$ cat config.mk
export PLATFORM = sky130hd
export DESIGN_NAME = pmc_color_unit
export DESIGN_NICKNAME = d
export VERILOG_FILES = /design/src/hdl/pmc_pkg.sv /design/src/hdl/pmc_color_unit.sv /design/src/hdl/pmc_mix_alu.sv
export SDC_FILE = /design/constraint.sdc
export NUM_CORES = 1
export LEC_CHECK = 0
export BUFFER_PORTS_ARGS = -buffer_cell sky130_fd_sc_hd__buf_2
export CAP_MARGIN = 20
export CORE_UTILIZATION = 58
export CTS_CLUSTER_SIZE = 24
export DETAILED_ROUTE_END_ITERATION = 8
export PLACE_DENSITY = 0.89
export SKIP_CTS_REPAIR_TIMING = 1
export SYNTH_ARGS = -nofsm -noshare
export SYNTH_HDL_FRONTEND = slang
export SYNTH_SLANG_ARGS = --single-unit
export TNS_END_PERCENT = 10
$ cat constraint.sdc
create_clock -name clk -period 3.2 [get_ports clk]
set_clock_uncertainty 0.15 [all_clocks]
set_input_delay 0.16 -clock clk [delete_from_list [all_inputs] [get_ports clk]]
set_output_delay 0.16 -clock clk [all_outputs]
set_load 0.03 [all_outputs]
$ cat src/hdl/pmc_pkg.sv
// Purpose: Shared constants and types of the pixel mix colour unit.
// Assumes: Host port offsets are the printed 16-bit register addresses.
// Notes: Colour and mask registers are stored in one indexed array.

package pmc_pkg;

  // ==========================================================
  // Register offsets
  localparam logic [15:0] OFS_BG_COLOUR = 16'ha2e8;
  localparam logic [15:0] OFS_FG_COLOUR = 16'ha6e8;
  localparam logic [15:0] OFS_WR_MASK = 16'haae8;
  localparam logic [15:0] OFS_RD_MASK = 16'haee8;
  localparam logic [15:0] OFS_CMP_COLOUR = 16'hb2e8;
  localparam logic [15:0] OFS_BG_MIX = 16'hb6e8;
  localparam logic [15:0] OFS_FG_MIX = 16'hbae8;
  localparam logic [15:0] OFS_MULTI = 16'hbee8;

  // ==========================================================
  // Indices of the 32-bit register array
  localparam logic [2:0] IDX_BG = 3'h0;
  localparam logic [2:0] IDX_FG = 3'h1;
  localparam logic [2:0] IDX_WMASK = 3'h2;
  localparam logic [2:0] IDX_RMASK = 3'h3;
  localparam logic [2:0] IDX_CMP = 3'h4;
  localparam int NUM_WIDE = 5;

  // ==========================================================
  // Indexed register selector in bits 15-12 of the multi port
  localparam int MULTI_IDX_LSB = 12;
  localparam logic [3:0] SUB_MISC = 4'he;
  localparam logic [3:0] SUB_PIXCTL = 4'ha;

  // ==========================================================
  // Field positions and reset values
  localparam int MISC_WIDE_BIT = 9;
  localparam int MISC_CMP_EN_BIT = 8;
  localparam int MISC_CMP_NE_BIT = 7;
  localparam int MISC_UWS_BIT = 4;
  localparam logic [11:0] MISC_RESET = 12'h000;
  localparam int PIXCTL_SEL_LSB = 6;
  localparam int MIX_SRC_LSB = 5;
  localparam logic [15:0] MIX_RW_MASK = 16'h006f;
  localparam logic [15:0] MIX_RESET = 16'h0000;
  localparam logic [31:0] WIDE_RESET = 32'h0000_0000;

  // ==========================================================
  // Mix operation codes
  localparam logic [3:0] OP_NOT_CUR = 4'h0;
  localparam logic [3:0] OP_ZERO = 4'h1;
  localparam logic [3:0] OP_ONE = 4'h2;
  localparam logic [3:0] OP_CUR = 4'h3;
  localparam logic [3:0] OP_NOT_NEW = 4'h4;
  localparam logic [3:0] OP_XOR = 4'h5;
  localparam logic [3:0] OP_XNOR = 4'h6;
  localparam logic [3:0] OP_NEW = 4'h7;
  localparam logic [3:0] OP_NC_OR_NN = 4'h8;
  localparam logic [3:0] OP_C_OR_NN = 4'h9;
  localparam logic [3:0] OP_NC_OR_N = 4'ha;
  localparam logic [3:0] OP_C_OR_N = 4'hb;
  localparam logic [3:0] OP_C_AND_N = 4'hc;
  localparam logic [3:0] OP_NC_AND_N = 4'hd;
  localparam logic [3:0] OP_C_AND_NN = 4'he;
  localparam logic [3:0] OP_NC_AND_NN = 4'hf;

  // ==========================================================
  // Colour source and mix choice encodings
  typedef enum logic [1:0] {
    SRC_BG = 2'h0, SRC_FG = 2'h1, SRC_CPU = 2'h2, SRC_MEM = 2'h3
  } pmc_src_e;
  typedef enum logic [1:0] {
    SEL_FG = 2'h0, SEL_RSVD = 2'h1, SEL_CPU = 2'h2, SEL_MEM = 2'h3
  } pmc_sel_e;

endpackage

$ cat src/hdl/pmc_color_unit.sv
// Purpose: Colour, mask and mix registers plus pixel write datapath.
// Assumes: One host access per cycle; pixel inputs synchronous to clk.
// Notes: One registered pipeline stage from pixel request to result.

`timescale 1ns/10ps

// Behaviour
// - Wide bit picks 32-bit or split programmed access
// - Split 32bpp access uses half picked by flag
// - Flag toggles itself after every 32bpp half access
// - Write mask bit enables its bitplane update
// - Read mask gates source planes in transfers
// - Compare enable; sense bit picks match or mismatch
// - Mix op combines new and current colour
// - Sixteen logical mix operation encodings
// - Source field picks bg, fg, CPU, memory
// - Two mix registers, reserved bits read zero
// - Colour, mask and mix registers readable and writable; misc and mix-select are write-only
// - Mix-select field chooses which mix applies
// - Upper-word flag lives at misc bit four
module pmc_color_unit (
  // Clock and reset
  input wire logic clk,
  input wire logic reset,
  // Host register port
  input wire logic [15:0] host_addr,
  input wire logic host_wr,
  input wire logic host_rd,
  input wire logic [31:0] host_wdata,
  input wire logic host_memory_mapped_access,
  output logic [31:0] host_rdata,
  output logic host_rvalid,
  // Mode
  input wire logic pixel_32bpp,
  // Pixel request
  input wire logic pix_valid,
  input wire logic pix_transfer,
  input wire logic [31:0] pix_cpu_data,
  input wire logic [31:0] pix_mem_src,
  input wire logic [31:0] pix_dest,
  // Pixel result
  output logic pix_done,
  output logic [31:0] pix_result,
  output logic [31:0] pix_plane_en
);

  // ==========================================================
  // Storage
  logic [31:0] wide_ff [pmc_pkg::NUM_WIDE]; // Colour and mask registers
  logic [15:0] bg_mix_ff; // Background mix
  logic [15:0] fg_mix_ff; // Foreground mix
  logic [11:0] misc_ff; // Misc control low bits
  logic [1:0] mix_sel_ff; // Mix choice source
  logic [31:0] rdata_ff; // Read data
  logic rvalid_ff; // Read answer pulse
  logic [31:0] result_ff; // Merged pixel
  logic [31:0] plane_en_ff; // Planes to update
  logic done_ff; // Result valid

  // ==========================================================
  // Decode
  logic wide_hit; // Address hits a 32-bit register
  logic [2:0] wide_idx; // Which one
  logic half_mode; // Split into 16-bit halves
  logic upper_word_select; // Half flag
  logic half_seq; // Half access that steps the flag
  logic multi_wr; // Write to the indexed port
  logic [3:0] sub_idx; // Indexed register selector

  // Address to array index
  always_comb begin
    wide_hit = 1'b1;
    case (host_addr)
      pmc_pkg::OFS_BG_COLOUR: wide_idx = pmc_pkg::IDX_BG;
      pmc_pkg::OFS_FG_COLOUR: wide_idx = pmc_pkg::IDX_FG;
      pmc_pkg::OFS_WR_MASK: wide_idx = pmc_pkg::IDX_WMASK;
      pmc_pkg::OFS_RD_MASK: wide_idx = pmc_pkg::IDX_RMASK;
      pmc_pkg::OFS_CMP_COLOUR: wide_idx = pmc_pkg::IDX_CMP;
      default: begin
        wide_idx = pmc_pkg::IDX_BG;
        wide_hit = 1'b0;
      end
    endcase
  end

  // Memory-mapped access is always full width
  assign half_mode = !host_memory_mapped_access && !misc_ff[pmc_pkg::MISC_WIDE_BIT];
  assign upper_word_select = misc_ff[pmc_pkg::MISC_UWS_BIT];
  assign half_seq = half_mode && pixel_32bpp && wide_hit &&
                    (host_wr || host_rd);
  assign multi_wr = host_wr && (host_addr == pmc_pkg::OFS_MULTI);
  assign sub_idx = host_wdata[pmc_pkg::MULTI_IDX_LSB +: 4];

  // ==========================================================
  // Colour and mask register writes
  always_ff @(posedge clk) begin
    if (reset) begin
      for (int i = 0; i < pmc_pkg::NUM_WIDE; i++) begin
        wide_ff[i] <= pmc_pkg::WIDE_RESET;
      end
    end else if (host_wr && wide_hit) begin
      if (!half_mode) begin
        wide_ff[wide_idx] <= host_wdata;
      end else if (pixel_32bpp && upper_word_select) begin
        wide_ff[wide_idx][31:16] <= host_wdata[15:0];
      end else begin
        // Outside 32bpp only the low half is reachable
        wide_ff[wide_idx][15:0] <= host_wdata[15:0];
      end
    end
  end

  // Mix register writes keep only defined fields
  always_ff @(posedge clk) begin
    if (reset) begin
      bg_mix_ff <= pmc_pkg::MIX_RESET;
      fg_mix_ff <= pmc_pkg::MIX_RESET;
    end else if (host_wr && host_addr == pmc_pkg::OFS_BG_MIX) begin
      bg_mix_ff <= host_wdata[15:0] & pmc_pkg::MIX_RW_MASK;
    end else if (host_wr && host_addr == pmc_pkg::OFS_FG_MIX) begin
      fg_mix_ff <= host_wdata[15:0] & pmc_pkg::MIX_RW_MASK;
    end
  end

  // Misc control: software write or half-access toggle
  always_ff @(posedge clk) begin
    if (reset) begin
      misc_ff <= pmc_pkg::MISC_RESET;
    end else if (multi_wr && sub_idx == pmc_pkg::SUB_MISC) begin
      misc_ff <= host_wdata[11:0];
    end else if (half_seq) begin
      // Step to the other half so two accesses make one word
      misc_ff[pmc_pkg::MISC_UWS_BIT] <= !upper_word_select;
    end
  end

  // Pixel control mix choice field
  always_ff @(posedge clk) begin
    if (reset) begin
      mix_sel_ff <= pmc_pkg::SEL_FG;
    end else if (multi_wr && sub_idx == pmc_pkg::SUB_PIXCTL) begin
      mix_sel_ff <= host_wdata[pmc_pkg::PIXCTL_SEL_LSB +: 2];
    end
  end

  // ==========================================================
  // Read path, one cycle latency
  always_ff @(posedge clk) begin
    if (reset) begin
      rdata_ff <= 32'h0000_0000;
      rvalid_ff <= 1'b0;
    end else begin
      rvalid_ff <= host_rd;
      if (host_rd) begin
        if (wide_hit && !half_mode) begin
          rdata_ff <= wide_ff[wide_idx];
        end else if (wide_hit && pixel_32bpp && upper_word_select) begin
          rdata_ff <= {16'h0000, wide_ff[wide_idx][31:16]};
        end else if (wide_hit) begin
          rdata_ff <= {16'h0000, wide_ff[wide_idx][15:0]};
        end else if (host_addr == pmc_pkg::OFS_BG_MIX) begin
          rdata_ff <= {16'h0000, bg_mix_ff};
        end else if (host_addr == pmc_pkg::OFS_FG_MIX) begin
          rdata_ff <= {16'h0000, fg_mix_ff};
        end else begin
          // Unmapped or write-only addresses read zero
          rdata_ff <= 32'h0000_0000;
        end
      end
    end
  end

  // ==========================================================
  // Pixel datapath
  logic [31:0] src_mask; // Planes used as source
  logic [31:0] cpu_m; // Masked CPU data
  logic [31:0] mem_m; // Masked memory source
  logic pick_fg; // Foreground mix chosen
  logic [15:0] act_mix; // Applied mix register
  logic [31:0] new_colour; // Selected new colour
  logic [31:0] alu_res; // Mix result
  logic cmp_ok; // Compare permits update
  logic [31:0] wmask; // Plane write enables

  // Read mask only narrows blit and image transfer data
  assign src_mask = pix_transfer ? wide_ff[pmc_pkg::IDX_RMASK] :
                    32'hffff_ffff;
  assign cpu_m = pix_cpu_data & src_mask;
  assign mem_m = pix_mem_src & src_mask;
  assign wmask = wide_ff[pmc_pkg::IDX_WMASK];

  // Mix register choice; reserved code behaves as foreground
  always_comb begin
    case (mix_sel_ff)
      pmc_pkg::SEL_CPU: pick_fg = cpu_m[0];
      pmc_pkg::SEL_MEM: pick_fg = mem_m[0];
      default: pick_fg = 1'b1;
    endcase
  end
  assign act_mix = pick_fg ? fg_mix_ff : bg_mix_ff;

  // New colour source
  always_comb begin
    case (act_mix[pmc_pkg::MIX_SRC_LSB +: 2])
      pmc_pkg::SRC_BG: new_colour = wide_ff[pmc_pkg::IDX_BG];
      pmc_pkg::SRC_FG: new_colour = wide_ff[pmc_pkg::IDX_FG];
      pmc_pkg::SRC_CPU: new_colour = cpu_m;
      default: new_colour = mem_m;
    endcase
  end

  // Logical mix of new against current
  pmc_mix_alu u_alu (
    .op(act_mix[3:0]),
    .cur(pix_dest),
    .nw(new_colour),
    .res(alu_res)
  );

  // Sense bit set: update only on match
  assign cmp_ok = !misc_ff[pmc_pkg::MISC_CMP_EN_BIT] ||
    (misc_ff[pmc_pkg::MISC_CMP_NE_BIT] ?
     (wide_ff[pmc_pkg::IDX_CMP] == pix_dest) :
     (wide_ff[pmc_pkg::IDX_CMP] != pix_dest));

  // Result register: disabled planes keep current value
  always_ff @(posedge clk) begin
    if (reset) begin
      result_ff <= 32'h0000_0000;
      plane_en_ff <= 32'h0000_0000;
      done_ff <= 1'b0;
    end else begin
      done_ff <= pix_valid;
      if (pix_valid) begin
        result_ff <= (alu_res & wmask) | (pix_dest & ~wmask);
        plane_en_ff <= cmp_ok ? wmask : 32'h0000_0000;
      end
    end
  end

  assign host_rdata = rdata_ff;
  assign host_rvalid = rvalid_ff;
  assign pix_done = done_ff;
  assign pix_result = result_ff;
  assign pix_plane_en = plane_en_ff;
endmodule

$ cat src/hdl/pmc_mix_alu.sv
// Purpose: Bitwise logical mix of current and new pixel colour.
// Assumes: Pure combinational, one op for all bitplanes.
// Notes: Each plane is an independent 16-way selector.

`timescale 1ns/10ps

module pmc_mix_alu (
  // Operation
  input wire logic [3:0] op,
  // Operands
  input wire logic [31:0] cur,
  input wire logic [31:0] nw,
  // Result
  output logic [31:0] res
);

  // ==========================================================
  // Per-plane mix
  genvar gi;
  generate
    for (gi = 0; gi < 32; gi++) begin : g_plane
      // One plane of the truth table
      always_comb begin
        case (op)
          pmc_pkg::OP_NOT_CUR: res[gi] = ~cur[gi];
          pmc_pkg::OP_ZERO: res[gi] = 1'b0;
          pmc_pkg::OP_ONE: res[gi] = 1'b1;
          pmc_pkg::OP_CUR: res[gi] = cur[gi];
          pmc_pkg::OP_NOT_NEW: res[gi] = ~nw[gi];
          pmc_pkg::OP_XOR: res[gi] = cur[gi] ^ nw[gi];
          pmc_pkg::OP_XNOR: res[gi] = ~(cur[gi] ^ nw[gi]);
          pmc_pkg::OP_NEW: res[gi] = nw[gi];
          pmc_pkg::OP_NC_OR_NN: res[gi] = ~cur[gi] | ~nw[gi];
          pmc_pkg::OP_C_OR_NN: res[gi] = cur[gi] | ~nw[gi];
          pmc_pkg::OP_NC_OR_N: res[gi] = ~cur[gi] | nw[gi];
          pmc_pkg::OP_C_OR_N: res[gi] = cur[gi] | nw[gi];
          pmc_pkg::OP_C_AND_N: res[gi] = cur[gi] & nw[gi];
          pmc_pkg::OP_NC_AND_N: res[gi] = ~cur[gi] & nw[gi];
          pmc_pkg::OP_C_AND_NN: res[gi] = cur[gi] & ~nw[gi];
          pmc_pkg::OP_NC_AND_NN: res[gi] = ~cur[gi] & ~nw[gi];
          default: res[gi] = cur[gi];
        endcase
      end
    end
  endgenerate

endmodule

==> metrics.txt <==
status finished with violations; failing checks hold timing; Die X 175 µm; reg2reg setup slack between 0.15 and 0.2 ns; Slew @ Worst Pin 0.798 ns; CTS tree built; synth unique cells between 70 and 80; clock root cell clkbuf_16; critical path class reg2reg; Multi-input gate area approximately 0.0095 mm²; max-slew violation count 0; layout cells sized above 1 between 20% and 30%; DIE AREA approximately 0.031 mm²; Hold Crit Start pix_dest[9]; final hold violation count 9; first-pass GRT wire length 96,400 µm; Final Util a little over two thirds; Die Ht around 180 µm; initial drt markers 3,387; Vias/cell 6.84; Final min period a little over 3 ns; CP Max Fanout 19; Worst Path Arrival roughly 3.4 ns; vias in the first global route 15.7k; Mapped Cells between 1.5k and 2k; FP Rows between 60 and 70; flops & latches, synth approximately 280; Post-synth EDFFs 160; drt drc 0; Detail Route Antenna Nets 0; final wirelength slightly below 70,000 µm; largest net degree at the start of global routing roughly 130; Port-buffer cells roughly 250; peak supply drop between 0.5 and 0.6 mV; Clock Sinks ~280; Fill cells between 2k and 2.5k; synthesized area between 0.015 and 0.02 mm²; worst r2r path cells 11; critical path required time between 3 and 4 ns; # nets final ~2.3k; Mean Syn Cell Area roughly 9.2 µm²; Num CTS Buffers 29; pwr/cell area between 400 and 500 mW/mm²; Routability Congestion between 1 and 1.5; Startpoint Class flop; vias after detailed routing 17.4k; sequential share of the synthesized area between 40% and 50%; Ports between 200 and 300; worst-skew pair later-pin latency around 0.58 ns; leakage ~8 nW; reg2reg start wide_ff[3][0]; Hold Path Stages 4; critical path endpoint category flop; post-route clock period utilization 95.1%; Final Setup Violations 0; worst r2r dst pix_result[14]; first-pass iteration count of the detailed router 6; Core Region 0.0296 mm²; Net Count, Synth roughly 2.0k; initial antenna violation count 0; slew margin rel. 46.8%; Hold Crit Class in2reg; WL per Instance approximately 27 µm; Ys Warns 0; WHS -0.0483 ns; H-tree Lvls 1; Post-DP HPWL 48,200 µm; Starting Density 58.8%; worst hold endpoint pix_result[9]; share of flip-flops with an asynchronous set or reset 0%; global route total overflow 0; ant diodes 0; fmax between 0.3 and 0.4 GHz; Reg area about 0.0071 mm²; CTS clk-pin slew, worst paths around 0.060 ns; GRT Total Usage between 40% and 50%; CTS max path bufs 3; Maximum Capacitance Violations 0; Area Overhead vs Synth 19.6%; Synth Flop Type edfxtp_1
## cell usage in the layout, fill, tap and decap left out, types with 29 or more instances in the layout
cell type,instances
dlygate4sd3_1,48
mux2i_1,84
inv_1,29
dfxtp_1,116
edfxtp_1,160
o22ai_1,31
xnor2_1,107
nand2_1,97
buf_4,73
nand3_1,70
a222oi_1,32
nor2b_1,35
nor2_1,185
a21oi_1,191
and2_1,93
clkbuf_16,29
nand2b_1,30
o21ai_0,55
buf_2,247
o211ai_1,63
## registers in the layout (all words and copies together), names as in the netlist
signal	cells
pix_result	32
fg_mix_ff	6
misc_ff	4
host_rvalid	1
pix_done	1
bg_mix_ff	6
pix_plane_en	32
mix_sel_ff	2
host_rdata	32
wide_ff	160
## Yosys cell counts, drive strengths merged, types with 3 or more instances
| master | number | area (µm²) |
|---|---|---|
| xnor2 | 107 | 937 |
| nand2 | 99 | 374 |
| a211oi | 16 | 125 |
| mux2 | 11 | 143 |
| nand4 | 8 | 50.1 |
| o22ai | 32 | 206 |
| mux2i | 91 | 927 |
| inv | 29 | 109 |
| dfxtp | 116 | 2320 |
| o31a | 3 | 26.3 |
| or3 | 7 | 43.8 |
| clkbuf | 129 | 484 |
| a311oi | 13 | 114 |
| nand3b | 3 | 22.5 |
| a22o | 7 | 61.3 |
| nor3 | 4 | 25.0 |
| edfxtp | 160 | 4800 |
| a222oi | 32 | 320 |
| a21boi | 18 | 135 |
| buf | 51 | 294 |
| a2111oi | 5 | 43.8 |
| and3 | 6 | 37.5 |
| nor2b | 36 | 225 |
| nand3 | 70 | 350 |
| o21ai | 82 | 414 |
| o211ai | 63 | 473 |
| nor4 | 4 | 25.0 |
| nor3b | 5 | 42.5 |
| a31oi | 22 | 206 |
| or2 | 5 | 31.3 |
| o31ai | 28 | 210 |
| a22oi | 25 | 188 |
| o21bai | 13 | 97.6 |
| nand2b | 31 | 194 |
| nor2 | 185 | 694 |
| and2 | 95 | 597 |
| xor2 | 6 | 52.6 |
| a221o | 5 | 50.1 |
| a221oi | 56 | 778 |
| a21oi | 192 | 965 |
## per-stage QoR
step / TNS (ns) / area, µm² / total power [W] / instances / worst slack (ns)
finish: 0 / 20800 / 0.00859 / 2542 / 0.158
detailed placement: 0 / 19300 / 0.00519 / 2437 / 0.0799
global route: -0.112 / 20800 / 0.00879 / 2542 / -0.0808
CTS: 0 / 20200 / 0.00848 / 2491 / 0.0548
floorplan: 0 / 17400 / 0.00473 / 1891 / 0.435
global placement: 0 / 19300 / 0.00517 / 2437 / 0.169
## critical path: stages, from the launching register on
cell and delay [ns]:
edfxtp_1 0.46, nand2b_2 0.29, a211oi_1 0.40, a31oi_2 0.07
buf_4 0.27, o22ai_1 0.41, a221oi_2 0.06, buf_4 0.18
xnor2_1 0.13, o21ai_0 0.16, o31ai_1 0.09, a221oi_1 0.26
## area by class of cell
type,count,area share [%]
flip-flops and latches,276,34.3
multi-input cells,1405,45.7
clock inverters,13,0.704
inverters,30,0.541
clock buffers,41,3.80
well taps,390,2.35
repair buffers,387,12.6
## power breakdown
part	internal [W]	total (W)	switching [W]
clock network	0.00190	0.00336	0.00146
logic	0.000421	0.00111	0.000691
registers	0.00391	0.00412	0.000203
total	0.00623	0.00859	0.00236
## layer usage
layer  track usage (%)  vias to the layer above  share of wire, %
met3              12.4                      218                16
met2              63.1                     1519                43
li1                  -                     7516                 -
met1              56.2                     8141                36
met4              17.2                        0               5.1
met5                 0                        -                 0
## worst max-delay path by stage
stage	to	slack [ns]	from	cells past startpoint
floorplan	pix_result[9]	0.44	mix_sel_ff[0]	9
global placement	pix_result[0]	0.17	wide_ff[3][0]	10
detailed placement	pix_result[0]	0.08	wide_ff[3][0]	10
CTS	pix_result[0]	0.05	wide_ff[3][0]	10
global route	pix_result[0]	-0.08	wide_ff[3][0]	10
finish	pix_result[14]	0.16	wide_ff[3][0]	11
## kinds of logic (layout without fill, tap and decap cells)
logic type      Yosys count  in the layout  share of synthesized area [%]
mux                     102            102                           6.15
buf+inv                 210            471                           5.12
flops                   276            276                           41.0
simple gates            562            562                           15.8
compound gates          628            628                           26.2
xor+xnor                113            113                           5.69
(Power assumes the default switching activity.)
